## config.mk

```make
export PLATFORM = sky130hd
export DESIGN_NAME = csp_core_sfr
export DESIGN_NICKNAME = d
export VERILOG_FILES = /design/src/logic/csp_pkg.sv /design/src/logic/csp_timer0.sv /design/src/logic/csp_core_sfr.sv
export SDC_FILE = /design/constraint.sdc
export NUM_CORES = 1
export LEC_CHECK = 0
export BUFFER_PORTS_ARGS = -buffer_cell sky130_fd_sc_hd__buf_2
export CORE_MARGIN = 2
export CORE_UTILIZATION = 38
export CTS_BUF_LIST = sky130_fd_sc_hd__clkbuf_4
export DETAILED_ROUTE_END_ITERATION = 12
export SYNTH_ARGS = -nofsm -noshare
export SYNTH_HDL_FRONTEND = slang
export SYNTH_SLANG_ARGS = --single-unit
```

## constraint.sdc

```tcl
create_clock -name mclk -period 5.35 [get_ports mclk]
set_clock_uncertainty 0.15 [all_clocks]
set_input_delay 0.2675 -clock mclk [delete_from_list [all_inputs] [get_ports mclk]]
set_output_delay 0.2675 -clock mclk [all_outputs]
set_load 0.01 [all_outputs]
```

## src/logic/csp_pkg.sv

```systemverilog
// shared constants and types of the core special-function register block
package csp_pkg;
	localparam int PC_W = 11;
	localparam int DATA_W = 8;
	localparam int LOC_W = 7;
	localparam int BANK_W = 2;

	// r-page offsets of the registers held here
	localparam logic [6:0] ADDR_INDIRECT = 7'h00;
	localparam logic [6:0] ADDR_TIMER0 = 7'h01;
	localparam logic [6:0] ADDR_PC_LOW = 7'h02;
	localparam logic [6:0] ADDR_STATUS = 7'h03;
	// r-page sfr window, mirrored into every bank
	localparam logic [6:0] ADDR_SFR_LAST = 7'h1F;

	// core_status field positions
	localparam int ST_CARRY = 0;
	localparam int ST_HALF = 1;
	localparam int ST_ZERO = 2;
	localparam int ST_PD = 3;
	localparam int ST_TO = 4;
	localparam int ST_SPARE = 5;
	localparam int ST_BANK_LO = 6;
	localparam int ST_BANK_HI = 7;

	// reset values, then fixed read, bank and step constants
	localparam logic [7:0] STATUS_RST = 8'h18;
	localparam logic [10:0] PC_RST = 11'h000;
	localparam logic [7:0] TIMER0_RST = 8'h00;
	localparam logic [7:0] READ_ZERO = 8'h00;
	localparam logic [1:0] BANK_NONE = 2'h0;
	localparam logic [10:0] PC_STEP = 11'h001;
	localparam logic [7:0] T0_STEP = 8'h01;

	// timer0 source selection codes
	localparam logic T0_MODE_INST = 1'b0;
	localparam logic T0_CFG_LFO = 1'b1;

	// instruction classes signalled by the execution unit
	typedef enum logic [3:0] {
		OP_GENERAL = 4'h0,
		OP_LONG_JUMP = 4'h1,
		OP_LONG_CALL = 4'h2,
		OP_SLEEP = 4'h3,
		OP_WDT_CLEAR = 4'h4,
		OP_F_WR = 4'h5,
		OP_F_RD = 4'h6,
		OP_S_WR = 4'h7,
		OP_S_RD = 4'h8,
		OP_T_WR = 4'h9,
		OP_T_RD = 4'hA,
		OP_PC_LOAD = 4'hB
	} csp_op_t;

	typedef enum logic [1:0] {
		ALU_NONE = 2'h0,
		ALU_ADD = 2'h1,
		ALU_SUB = 2'h2,
		ALU_LOGIC = 2'h3
	} csp_alu_t;

	// register pages, one-hot
	typedef enum logic [3:0] {
		PG_R = 4'b0001,
		PG_F = 4'b0010,
		PG_S = 4'b0100,
		PG_T = 4'b1000
	} csp_page_t;

	typedef struct packed {
		csp_op_t op;
		logic rd;
		logic wr;
		logic [6:0] addr;
		logic [7:0] wdata;
		logic [10:0] target;
	} csp_instr_t;

	typedef struct packed {
		csp_alu_t kind;
		logic carry;
		logic half;
		logic [7:0] result;
	} csp_alu_res_t;

	typedef struct packed {
		logic valid;
		logic rd;
		logic wr;
		csp_page_t page;
		logic [1:0] bank;
		logic [6:0] loc;
		logic [7:0] wdata;
	} csp_mem_req_t;
endpackage : csp_pkg

```

## src/logic/csp_timer0.sv

```systemverilog
// timer0 counter with source selection and pin synchronisers
`timescale 1ns/1ps
`default_nettype none
module csp_timer0 import csp_pkg::*; (
	input wire logic mclk, // core clock
	input wire logic rstn, // async reset, active low
	input wire logic clk_en, // freezes all state when low
	input wire logic instruction_clock, // one-cycle tick per instruction
	input wire logic external_count_pin, // asynchronous count pin
	input wire logic lfo_pin, // low-frequency oscillator, other domain
	input wire logic timer0_source_mode, // 0 instruction clock, 1 pin or lfo
	input wire logic cfg_lfo_sel, // configuration word: lfo instead of pin
	input wire logic wr_en, // load request
	input wire logic [7:0] wr_data, // value to load
	output logic [7:0] count_q // live count
);
	logic [2:0] ext_q, ext_d;
	logic [2:0] lfo_q, lfo_d;
	logic [7:0] count_d;
	logic tick;

	// two sync stages, third stage only for rising-edge detect
	always_comb begin
		ext_d = {ext_q[1:0], external_count_pin};
		lfo_d = {lfo_q[1:0], lfo_pin};
	end

	always_ff @(posedge mclk or negedge rstn) begin
		if (!rstn) begin
			ext_q <= 3'h0;
			lfo_q <= 3'h0;
		end else if (clk_en) begin
			ext_q <= ext_d;
			lfo_q <= lfo_d;
		end
	end

	// source mux, then count; a write replaces the running value
	always_comb begin
		if (timer0_source_mode == T0_MODE_INST) begin
			tick = instruction_clock;
		end else if (cfg_lfo_sel == T0_CFG_LFO) begin
			tick = lfo_q[1] & ~lfo_q[2];
		end else begin
			tick = ext_q[1] & ~ext_q[2];
		end
		count_d = count_q;
		if (wr_en) begin
			count_d = wr_data;
		end else if (tick) begin
			count_d = count_q + T0_STEP;
		end
	end

	always_ff @(posedge mclk or negedge rstn) begin
		if (!rstn) begin
			count_q <= TIMER0_RST;
		end else if (clk_en) begin
			count_q <= count_d;
		end
	end
endmodule : csp_timer0
`default_nettype wire

```

## src/logic/csp_core_sfr.sv

```systemverilog
// core sfr block: page decode, indirect port, timer0, pc low byte, core status
//
// Behaviour
// f-page only via f_page_write/f_page_read
// s-page only via s_page_write/s_page_read
// t-page only via t_page_write/t_page_read
// f/s-page access ignores bank_select bits
// indirect port acts on pointed register
// timer0_count read returns live count
// timer0_count write replaces running count
// timer0 source: instruction, pin or lfo
// pc_low_byte is pc low eight, reset zero
// pc advances by one per instruction
// pc high bits only via pc_high_buffer
// long_jump loads all eleven pc bits
// long_call loads pc, pushes next address
// carry: add carry, subtract no borrow
// half carry from low nibble likewise
// zero flag from logical result
// power_down_flag set powerup/clear, sleep clears
// watchdog_expiry_flag set; timeout clears it
// bank_select picks one of four banks
// spare_status_bit is plain storage bit
// indirect: bank bits plus pointer low seven
// direct: bank bits plus opcode low seven
// pc_low_byte write loads high from buffer
`timescale 1ns/1ps
`default_nettype none
module csp_core_sfr import csp_pkg::*; (
	input wire logic mclk, // core clock, 100 MHz
	input wire logic rstn, // async reset, active low
	input wire logic clk_en, // freezes all state when low
	input wire logic exec_valid, // one instruction completes this cycle
	input wire csp_instr_t instr, // class, access and operands
	input wire csp_alu_res_t alu, // alu result of the instruction
	input wire logic wdt_timeout, // watchdog expiry pulse
	input wire logic [7:0] file_select_pointer, // pointer register value
	input wire logic [2:0] pc_high_buffer, // staged pc high bits
	input wire logic instruction_clock, // instruction tick for timer0
	input wire logic external_count_pin, // timer0 count pin
	input wire logic lfo_pin, // low-frequency oscillator
	input wire logic timer0_source_mode, // timer0 source mode bit
	input wire logic cfg_lfo_sel, // configuration word lfo select
	output logic [10:0] pc_q, // program counter
	output logic [7:0] core_status_q, // status register
	output logic [7:0] timer0_count_q, // live timer0 count
	output logic [7:0] rd_data_q, // read data of a local register
	output logic rd_valid_q, // rd_data_q valid, one cycle
	output logic stack_push_q, // push request, one cycle
	output logic [10:0] stack_data_q, // return address to push
	output csp_mem_req_t mem_req_q // decoded request to data memory
);
	// local decode signals
	logic is_r_access;
	logic is_rd;
	logic is_wr;
	logic indirect;
	logic [6:0] eff_loc;
	logic hit_local;
	logic hit_t0;
	logic hit_pcl;
	logic hit_st;
	logic t0_wr;
	logic [1:0] bank;

	// registered next values
	logic [10:0] pc_d;
	logic [7:0] st_d;
	logic [7:0] rd_data_d;
	logic rd_valid_d;
	logic push_d;
	logic [10:0] push_data_d;
	csp_mem_req_t req_d;
	logic [10:0] pc_next_seq;

	assign bank = core_status_q[ST_BANK_HI:ST_BANK_LO];
	assign pc_next_seq = pc_q + PC_STEP;

	// r-page access decode; only general instructions reach r-page
	always_comb begin
		is_r_access = (instr.op == OP_GENERAL) && (instr.rd || instr.wr);
		is_rd = is_r_access && instr.rd;
		is_wr = is_r_access && instr.wr;
		indirect = (instr.addr == ADDR_INDIRECT);
		// indirect port has no storage: follow the pointer
		if (indirect) begin
			eff_loc = file_select_pointer[6:0];
		end else begin
			eff_loc = instr.addr;
		end
		// sfrs exist only in bank 0 and mirror into the others
		hit_t0 = (eff_loc == ADDR_TIMER0);
		hit_pcl = (eff_loc == ADDR_PC_LOW);
		hit_st = (eff_loc == ADDR_STATUS);
		hit_local = hit_t0 || hit_pcl || hit_st || (eff_loc == ADDR_INDIRECT);
		t0_wr = exec_valid && is_wr && hit_t0;
	end

	csp_timer0 u_timer0 (
		.mclk(mclk),
		.rstn(rstn),
		.clk_en(clk_en),
		.instruction_clock(instruction_clock),
		.external_count_pin(external_count_pin),
		.lfo_pin(lfo_pin),
		.timer0_source_mode(timer0_source_mode),
		.cfg_lfo_sel(cfg_lfo_sel),
		.wr_en(t0_wr),
		.wr_data(instr.wdata),
		.count_q(timer0_count_q)
	);

	// memory request decode: page chosen by instruction class
	always_comb begin
		req_d = '0;
		req_d.page = PG_R;
		req_d.wdata = instr.wdata;
		req_d.loc = instr.addr;
		req_d.bank = bank;
		if (exec_valid) begin
			unique case (instr.op)
				OP_F_WR, OP_F_RD: begin
					req_d.valid = 1'b1;
					req_d.page = PG_F;
					req_d.wr = (instr.op == OP_F_WR);
					req_d.rd = (instr.op == OP_F_RD);
					req_d.bank = BANK_NONE;
				end
				OP_S_WR, OP_S_RD: begin
					req_d.valid = 1'b1;
					req_d.page = PG_S;
					req_d.wr = (instr.op == OP_S_WR);
					req_d.rd = (instr.op == OP_S_RD);
					req_d.bank = BANK_NONE;
				end
				OP_T_WR, OP_T_RD: begin
					req_d.valid = 1'b1;
					req_d.page = PG_T;
					req_d.wr = (instr.op == OP_T_WR);
					req_d.rd = (instr.op == OP_T_RD);
				end
				OP_GENERAL: begin
					// general data ops never select f, s or t pages
					req_d.valid = is_r_access && !hit_local;
					req_d.rd = is_rd;
					req_d.wr = is_wr;
					req_d.loc = eff_loc;
					req_d.bank = bank;
				end
				default: begin
					req_d.valid = 1'b0;
				end
			endcase
		end
	end

	// local read path: answered here, one cycle after the instruction
	always_comb begin
		rd_data_d = rd_data_q;
		rd_valid_d = 1'b0;
		if (exec_valid && is_rd && hit_local) begin
			rd_valid_d = 1'b1;
			if (hit_t0) begin
				rd_data_d = timer0_count_q;
			end else if (hit_pcl) begin
				rd_data_d = pc_q[7:0];
			end else if (hit_st) begin
				rd_data_d = core_status_q;
			end else begin
				// pointer aimed at the indirect port itself
				rd_data_d = READ_ZERO;
			end
		end
	end

	// program counter; high bits never written from the data bus
	always_comb begin
		pc_d = pc_q;
		push_d = 1'b0;
		push_data_d = stack_data_q;
		if (exec_valid) begin
			unique case (instr.op)
				OP_LONG_JUMP: begin
					pc_d = instr.target;
				end
				OP_LONG_CALL: begin
					pc_d = instr.target;
					push_d = 1'b1;
					push_data_d = pc_next_seq;
				end
				OP_PC_LOAD: begin
					pc_d = instr.target;
				end
				default: begin
					if (is_wr && hit_pcl) begin
						pc_d = {pc_high_buffer, instr.wdata};
					end else begin
						pc_d = pc_next_seq;
					end
				end
			endcase
		end
	end

	// status flags; hardware updates follow software writes so they win
	always_comb begin
		st_d = core_status_q;
		if (exec_valid) begin
			if (is_wr && hit_st) begin
				st_d = instr.wdata;
			end
			unique case (alu.kind)
				ALU_ADD: begin
					st_d[ST_CARRY] = alu.carry;
					st_d[ST_HALF] = alu.half;
				end
				ALU_SUB: begin
					// carry inputs carry the borrow for subtraction
					st_d[ST_CARRY] = ~alu.carry;
					st_d[ST_HALF] = ~alu.half;
				end
				ALU_LOGIC: begin
					st_d[ST_ZERO] = (alu.result == READ_ZERO);
				end
				ALU_NONE: begin
					// flags keep their value, or what software has just written
				end
			endcase
			if (instr.op == OP_SLEEP) begin
				st_d[ST_PD] = 1'b0;
				st_d[ST_TO] = 1'b1;
			end
			if (instr.op == OP_WDT_CLEAR) begin
				st_d[ST_PD] = 1'b1;
				st_d[ST_TO] = 1'b1;
			end
		end
		// timeout arrives last so it is never lost to a clear
		if (wdt_timeout) begin
			st_d[ST_TO] = 1'b0;
		end
	end

	// register stage for all outputs except timer0_count_q, which u_timer0 registers
	always_ff @(posedge mclk or negedge rstn) begin
		if (!rstn) begin
			pc_q <= PC_RST;
			core_status_q <= STATUS_RST;
			rd_data_q <= READ_ZERO;
			rd_valid_q <= 1'b0;
			stack_push_q <= 1'b0;
			stack_data_q <= PC_RST;
			mem_req_q <= '0;
		end else if (clk_en) begin
			pc_q <= pc_d;
			core_status_q <= st_d;
			rd_data_q <= rd_data_d;
			rd_valid_q <= rd_valid_d;
			stack_push_q <= push_d;
			stack_data_q <= push_data_d;
			mem_req_q <= req_d;
		end
	end
endmodule : csp_core_sfr
`default_nettype wire

```

==> impl_metrics.json, run 1 <==
{
  "multi_input_area_mm2": 0.002225,
  "ys_async_sr_fraction_pct": 100.0,
  "worstSetupStartpointType": "input pin",
  "via_per_inst": 5.501,
  "cpMostUsedCell": "dlygate4sd3_1",
  "fin_crit_ps": 3153,
  "synth-edff-count": 0,
  "final_common_cell": "buf_2",
  "ys_seq_elements": 78,
  "switching_share_pct": 35.39,
  "fmax_mhz": 317.2,
  "reg2reg_depth": 5,
  "r2r_end": "u_timer0.count_q[5]",
  "wirelength_mm": 12.85,
  "antenna_left": 0,
  "rsz0062_at_grt": "no",
  "route.top_layer_used": "met4",
  "diodes": 0,
  "cts_buffer_depth": 2,
  "cts_tree": "built",
  "nets": 667,
  "port-buffer-count": 135,
  "dr_wl_met3_um": 760,
  "path_max_fanout": 7,
  "post-route-period-util_pct": 58.93,
  "first_pass_iters": 4,
  "overflow": 0,
  "crit_arrival_ps": 3390,
  "syn_to_final_growth_pct": 26.57,
  "p_seq_share_pct": 47.7,
  "ys_types": 73,
  "wl_met1_mm": 5.780,
  "setup_ws_ps": 2197,
  "setup_violations": 0,
  "status": "completed",
  "hp-class": "input pin to flip-flop",
  "yosysSeqAreaShare_pct": 44.87,
  "end_kind": "flip-flop",
  "register_area_mm2": 0.001954,
  "endpoint": "core_status_q[4]",
  "cap_viol_max_count": 0,
  "tightest_slew_ps": 999.1,
  "syn_nets": 521,
  "p_sw_mw": 0.6076,
  "p_leak_nw": 2.531,
  "fill_cells": 1090,
  "reg2reg_from": "u_timer0.ext_q[2]",
  "core-area_mm2": 0.01132,
  "regToRegSetupSlack_ps": 3110,
  "max_stage_delay_ps": 570,
  "grt_pass1_wl_mm": 20.86,
  "crit_chain": "dlygate4sd3_1 > buf_2 > nor3_4 > nand4_1 > nor3_2 > nand3_1 > dlygate4sd3_1 > nand3_1 > dlygate4sd3_1",
  "synth_area_mm2": 0.004355,
  "die_area_mm2": 0.01233,
  "ys_warn_count": 0,
  "hold_ws_ps": 18.68,
  "dr_total_vias": 4098,
  "worst_path_max_delay_cell": "dlygate4sd3_1",
  "ios": 137,
  "detailed_place_hpwl_mm": 9.522,
  "grt_pass1_vias": 4026,
  "p_clk_share_pct": 24.3,
  "required_ps": 5590,
  "die_h_um": 111.1,
  "cts-root-buf": "clkbuf_4",
  "numCtsBuffers": 9,
  "initial_utilization_pct": 38.47,
  "cts_htree_levels": 3,
  "clock_sinks": 78,
  "met2_wirelength_mm": 6.107,
  "drc_errors": 0,
  "syn_avg_cell_area_um2": 9.657,
  "slew_viol_final": 0,
  "p_per_area_mw_per_mm2": 311.4,
  "tns_ps": 0,
  "p_int_mw": 1.109,
  "grt_use_total_pct": 21.09,
  "syn_inst": 451,
  "place_congestion": 0.8647,
  "antenna_found_initial": 0,
  "postCtsSetupRepairBufs": 0,
  "synth-main-ff-cell": "dfrtp_1",
  "path_clk_slew_ps": 140,
  "layout_common_cells": "buf_2, dfrtp_1, nand2_1, a21oi_1, nor2_1",
  "slew_headroom_pct": 33.39,
  "crit_start": "instr[24]",
  "combPwrFrac_pct": 27.9,
  "die_w_um": 111.1,
  "grt_max_degree": 79,
  "vdd_drop_max_mv": 0.1951,
  "std_cell_rows": 39,
  "drive_gt1_share_pct": 31.06,
  "clock_latency_ps": 430,
  "post-place-ws_ps": 2353,
  "drt_first_iter_violations": 322,
  "critPathKind": "input pin to flip-flop",
  "hold_viol": 0,
  "wl_per_cell_um": 17.25
}
==> synthesized netlist by cell type, types with 5 or more instances <==
master | number | area share [%]
a21oi_1 | 32 | 3.7
a22o_1 | 5 | 1.0
a22oi_1 | 11 | 1.9
a2bb2oi_1 | 6 | 1.2
a31oi_1 | 15 | 2.2
and3_1 | 6 | 0.86
buf_2 | 5 | 0.57
buf_4 | 6 | 1.0
clkbuf_1 | 13 | 1.1
dfrtp_1 | 76 | 44
ha_1 | 5 | 1.4
inv_1 | 12 | 1.0
mux2_2 | 17 | 4.4
mux2i_1 | 5 | 1.1
nand2_1 | 44 | 3.8
nand2b_1 | 7 | 1.0
nand3_1 | 12 | 1.4
nand4_1 | 5 | 0.72
nor2_1 | 30 | 2.6
nor2b_1 | 6 | 0.86
nor3_1 | 12 | 1.4
o21ai_0 | 20 | 2.3
xnor2_1 | 5 | 1.0
==> routing by layer <==
metal / vias to the layer above / GRT usage (%)
li1: 1970 / -
met1: 1976 / 27.64
met2: 133 / 34.97
met3: 19 / 4.757
met4: 0 / 6.584
met5: - / 0
==> worst max-delay path, delay by kind of cell <==
family                 cells  cell delay (ps)
AND/OR/NAND/NOR            5             1330
buffers and inverters      4             1790
==> worst min-delay path by stage <==
stage	startpoint	endpoint	slack (ps)	cells past startpoint
finish	file_select_pointer[2]	mem_req_q[10]	20	3
detailed placement	stack_data_q[4]	stack_data_q[4]	320	2
floorplan	rstn	core_status_q[0]	-180	0
CTS	instr[13]	mem_req_q[2]	0.7	2
global route	file_select_pointer[2]	mem_req_q[10]	5	3
global placement	stack_data_q[8]	stack_data_q[8]	310	2
==> layout make-up <==
class / count / share of cell area (%)
multi-input cells: 334 / 40.35
flip-flops and latches: 78 / 35.45
repair buffers: 162 / 17.16
clock buffers: 9 / 1.226
clock inverters: 7 / 1.748
well taps: 143 / 3.246
inverters: 12 / 0.8171
==> stage by stage <==
step / instance area (um^2) / instances / total power, mW / util, %
after floorplan: 4355 / 451 / 1.075 / -
after global placement: 5089 / 703 / 1.282 / 44.95
after detailed placement: 5089 / 703 / 1.294 / 44.95
after CTS: 5503 / 744 / 1.725 / 48.61
after global routing: 5513 / 745 / 1.811 / 48.70
final: 5513 / 745 / 1.717 / 48.70
==> state kept, by name (all words and copies together) (netlist names) <==
name	count
stack_data_q	11
u_timer0.ext_q	3
u_timer0.count_q	8
pc_q	11
mem_req_q	24
stack_push_q	1
u_timer0.lfo_q	3
rd_data_q	8
rd_valid_q	1
core_status_q	8
==> logic make-up after synthesis <==
kind of cell,after synthesis,synth area share (%)
buffers and inverters,39,4.050
adders and majority gates,5,1.436
AOI/OAI and AO/OA,140,22.26
and+or+nand+nor,157,19.68
DFF,78,44.87
xor gates and xnor gates,9,1.810
muxes,23,5.889
==> power by group through the flow <==
stage	logic (mW)	clock network [mW]	registers [mW]
after floorplan	0.242	0	0.833
after global placement	0.460	0	0.821
after detailed placement	0.465	0	0.829
after CTS	0.482	0.426	0.817
after global routing	0.527	0.449	0.836
final	0.480	0.418	0.819
==> repair_timing <==
item | 4_1_cts | 5_1_grt
hold buffers | 25 | 1
endpoints found under the hold margin | 100 | 1
gates resized for setup | 0 | 0
Note: power is estimated with default switching activity, not from simulation.
==> run 2, diff against run 1 <==
==> constraint.sdc (replaced) <==
create_clock -name mclk -period 2.84 [get_ports mclk]
set_clock_uncertainty 0.15 [all_clocks]
set_input_delay 0.142 -clock mclk [delete_from_list [all_inputs] [get_ports mclk]]
set_output_delay 0.142 -clock mclk [all_outputs]
set_load 0.01 [all_outputs]
==> impl_metrics.json, run 2 (synthesis results as in run 1) <==
{
  "status": "completed",
  "required_ps": 3050,
  "design_area_mm2": 0.005736,
  "layout_common_cells": "buf_2, dfrtp_1, dlygate4sd3_1, nand2_1, a21oi_1",
  "vdd_drop_max_mv": 0.2829,
  "drt_first_iter_violations": 324,
  "top_register": "mem_req_q",
  "cap_viol_max_count": 0,
  "met2_usage_pct": 35.62,
  "final_common_cell": "buf_2",
  "p_leak_nw": 2.639,
  "cts_buffer_depth": 2,
  "p_clk_share_pct": 23.6,
  "end_kind": "flip-flop",
  "cts_htree_levels": 3,
  "drc_errors": 0,
  "fmax_mhz": 363.1,
  "hold_viol": 0,
  "met3_usage_pct": 4.483,
  "path_max_fanout": 1,
  "layout.cells.non_filler": 770,
  "largest_registers": "mem_req_q x24, pc_q x11, stack_data_q x11",
  "worstSetupStartpointType": "input pin",
  "ios": 137,
  "antenna_found_initial": 0,
  "die_w_um": 111.1,
  "grt_pass1_vias": 4141,
  "setup_violations": 0,
  "grt_pass1_wl_mm": 21.36,
  "drive_gt1_share_pct": 30.51,
  "nets": 691,
  "hp-class": "input pin to flip-flop",
  "slew_headroom_pct": 32.10,
  "place_congestion": 0.8705,
  "dr_total_vias": 4179,
  "p_int_mw": 2.104,
  "p_sw_mw": 1.133,
  "clock_sinks": 78,
  "crit_arrival_ps": 2970,
  "port-buffer-count": 135,
  "via_per_inst": 5.427,
  "grt_use_met1_pct": 28.94,
  "numCtsBuffers": 9,
  "rsz0062_at_grt": "no",
  "cts-root-buf": "clkbuf_4",
  "path_clk_slew_ps": 130,
  "critPathKind": "input pin to flip-flop",
  "grt_max_degree": 79,
  "die_h_um": 111.1,
  "p_total_mw": 3.237,
  "die_area_mm2": 0.01233,
  "place_inst": 708,
  "clock_latency_ps": 430,
  "combPwrFrac_pct": 28.8,
  "tightest_slew_ps": 1018,
  "post-route-util_pct": 50.66,
  "p_per_area_mw_per_mm2": 564.4,
  "largest_reg_flops": 24,
  "wirelength_mm": 13.14,
  "slew_viol_final": 0,
  "grt_busiest_layer": "met2",
  "placed_cell_area_mm2": 0.005126,
  "cts_tree": "built",
  "syn_to_final_growth_pct": 31.69,
  "grt_use_total_pct": 21.44,
  "switching_share_pct": 35.01,
  "first_pass_iters": 4,
  "core-area_mm2": 0.01132,
  "fin_crit_ps": 2754,
  "p_seq_share_pct": 47.5,
  "antenna_left": 0,
  "wl_per_cell_um": 17.07,
  "overflow": 0,
  "std_cell_rows": 39,
  "post-route-period-util_pct": 96.96,
  "initial_utilization_pct": 38.47,
  "postCtsSetupRepairBufs": 0,
  "detailed_place_hpwl_mm": 9.559,
  "tns_ps": 0
}
[run 2: worst paths after layout]
| path | from | cells past startpoint | slack (ps) | endpoint |
|---|---|---|---|---|
| max | alu[5] | 8 | 90 | core_status_q[2] |
| min | alu[8] | 4 | 30 | core_status_q[1] |
| max reg2reg | u_timer0.ext_q[2] | 5 | 550 | u_timer0.count_q[7] |
| min reg2reg | stack_data_q[6] | 2 | 340 | stack_data_q[6] |
| max in group asynchronous | rstn | 2 | 1610 | pc_q[0] |
| min in group asynchronous | rstn | 2 | 260 | stack_data_q[10] |
[run 2: repair_timing]
item                      CTS  global route
gates resized for setup     0             0
hold buffers               45             0
hold endpoints to repair  119             0
[run 2: power groups by stage]
stage / combinational, mW / clock, mW / sequential, mW
2_1_floorplan: 0.456 / 0 / 1.57
3_3_place_gp: 0.871 / 0 / 1.55
3_5_place_dp: 0.884 / 0 / 1.56
4_1_cts: 0.939 / 0.784 / 1.54
5_1_grt: 1.03 / 0.830 / 1.57
6_report: 0.934 / 0.764 / 1.54
[run 2: routing by layer]
metal / wire length, um / part of all wire [%]
met5: 0 / 0
met4: 76 / 0.58
met3: 792 / 6.0
met2: 6393 / 49
met1: 5881 / 45
[run 2: cell type report]
class / instances / area (um^2)
fillers: 1083 / 5585
multi-input cells: 334 / 2225
flip-flops and latches: 78 / 1954
repair buffers: 186 / 1174
well taps: 143 / 178.9
clock inverters: 7 / 88.84
clock buffers: 9 / 67.56
inverters: 12 / 45.04
diodes: 1 / 2.502
[run 2: stage by stage]
step,hold WS [ps],worst slack (ps)
2_1_floorplan,-303.6,810.8
3_3_place_gp,225.7,523.7
3_5_place_dp,228.4,495.2
4_1_cts,0.08005,244.4
5_1_grt,22.38,9.590
6_report,26.30,86.29
[run 2: worst max-delay path: stages]
cell and delay [ps]:
dlygate4sd3_1 530, buf_2 120, nor4_1 260, dlygate4sd3_1 610
nand4_1 90, dlygate4sd3_1 570, o211ai_1 80, dlygate4sd3_1 560
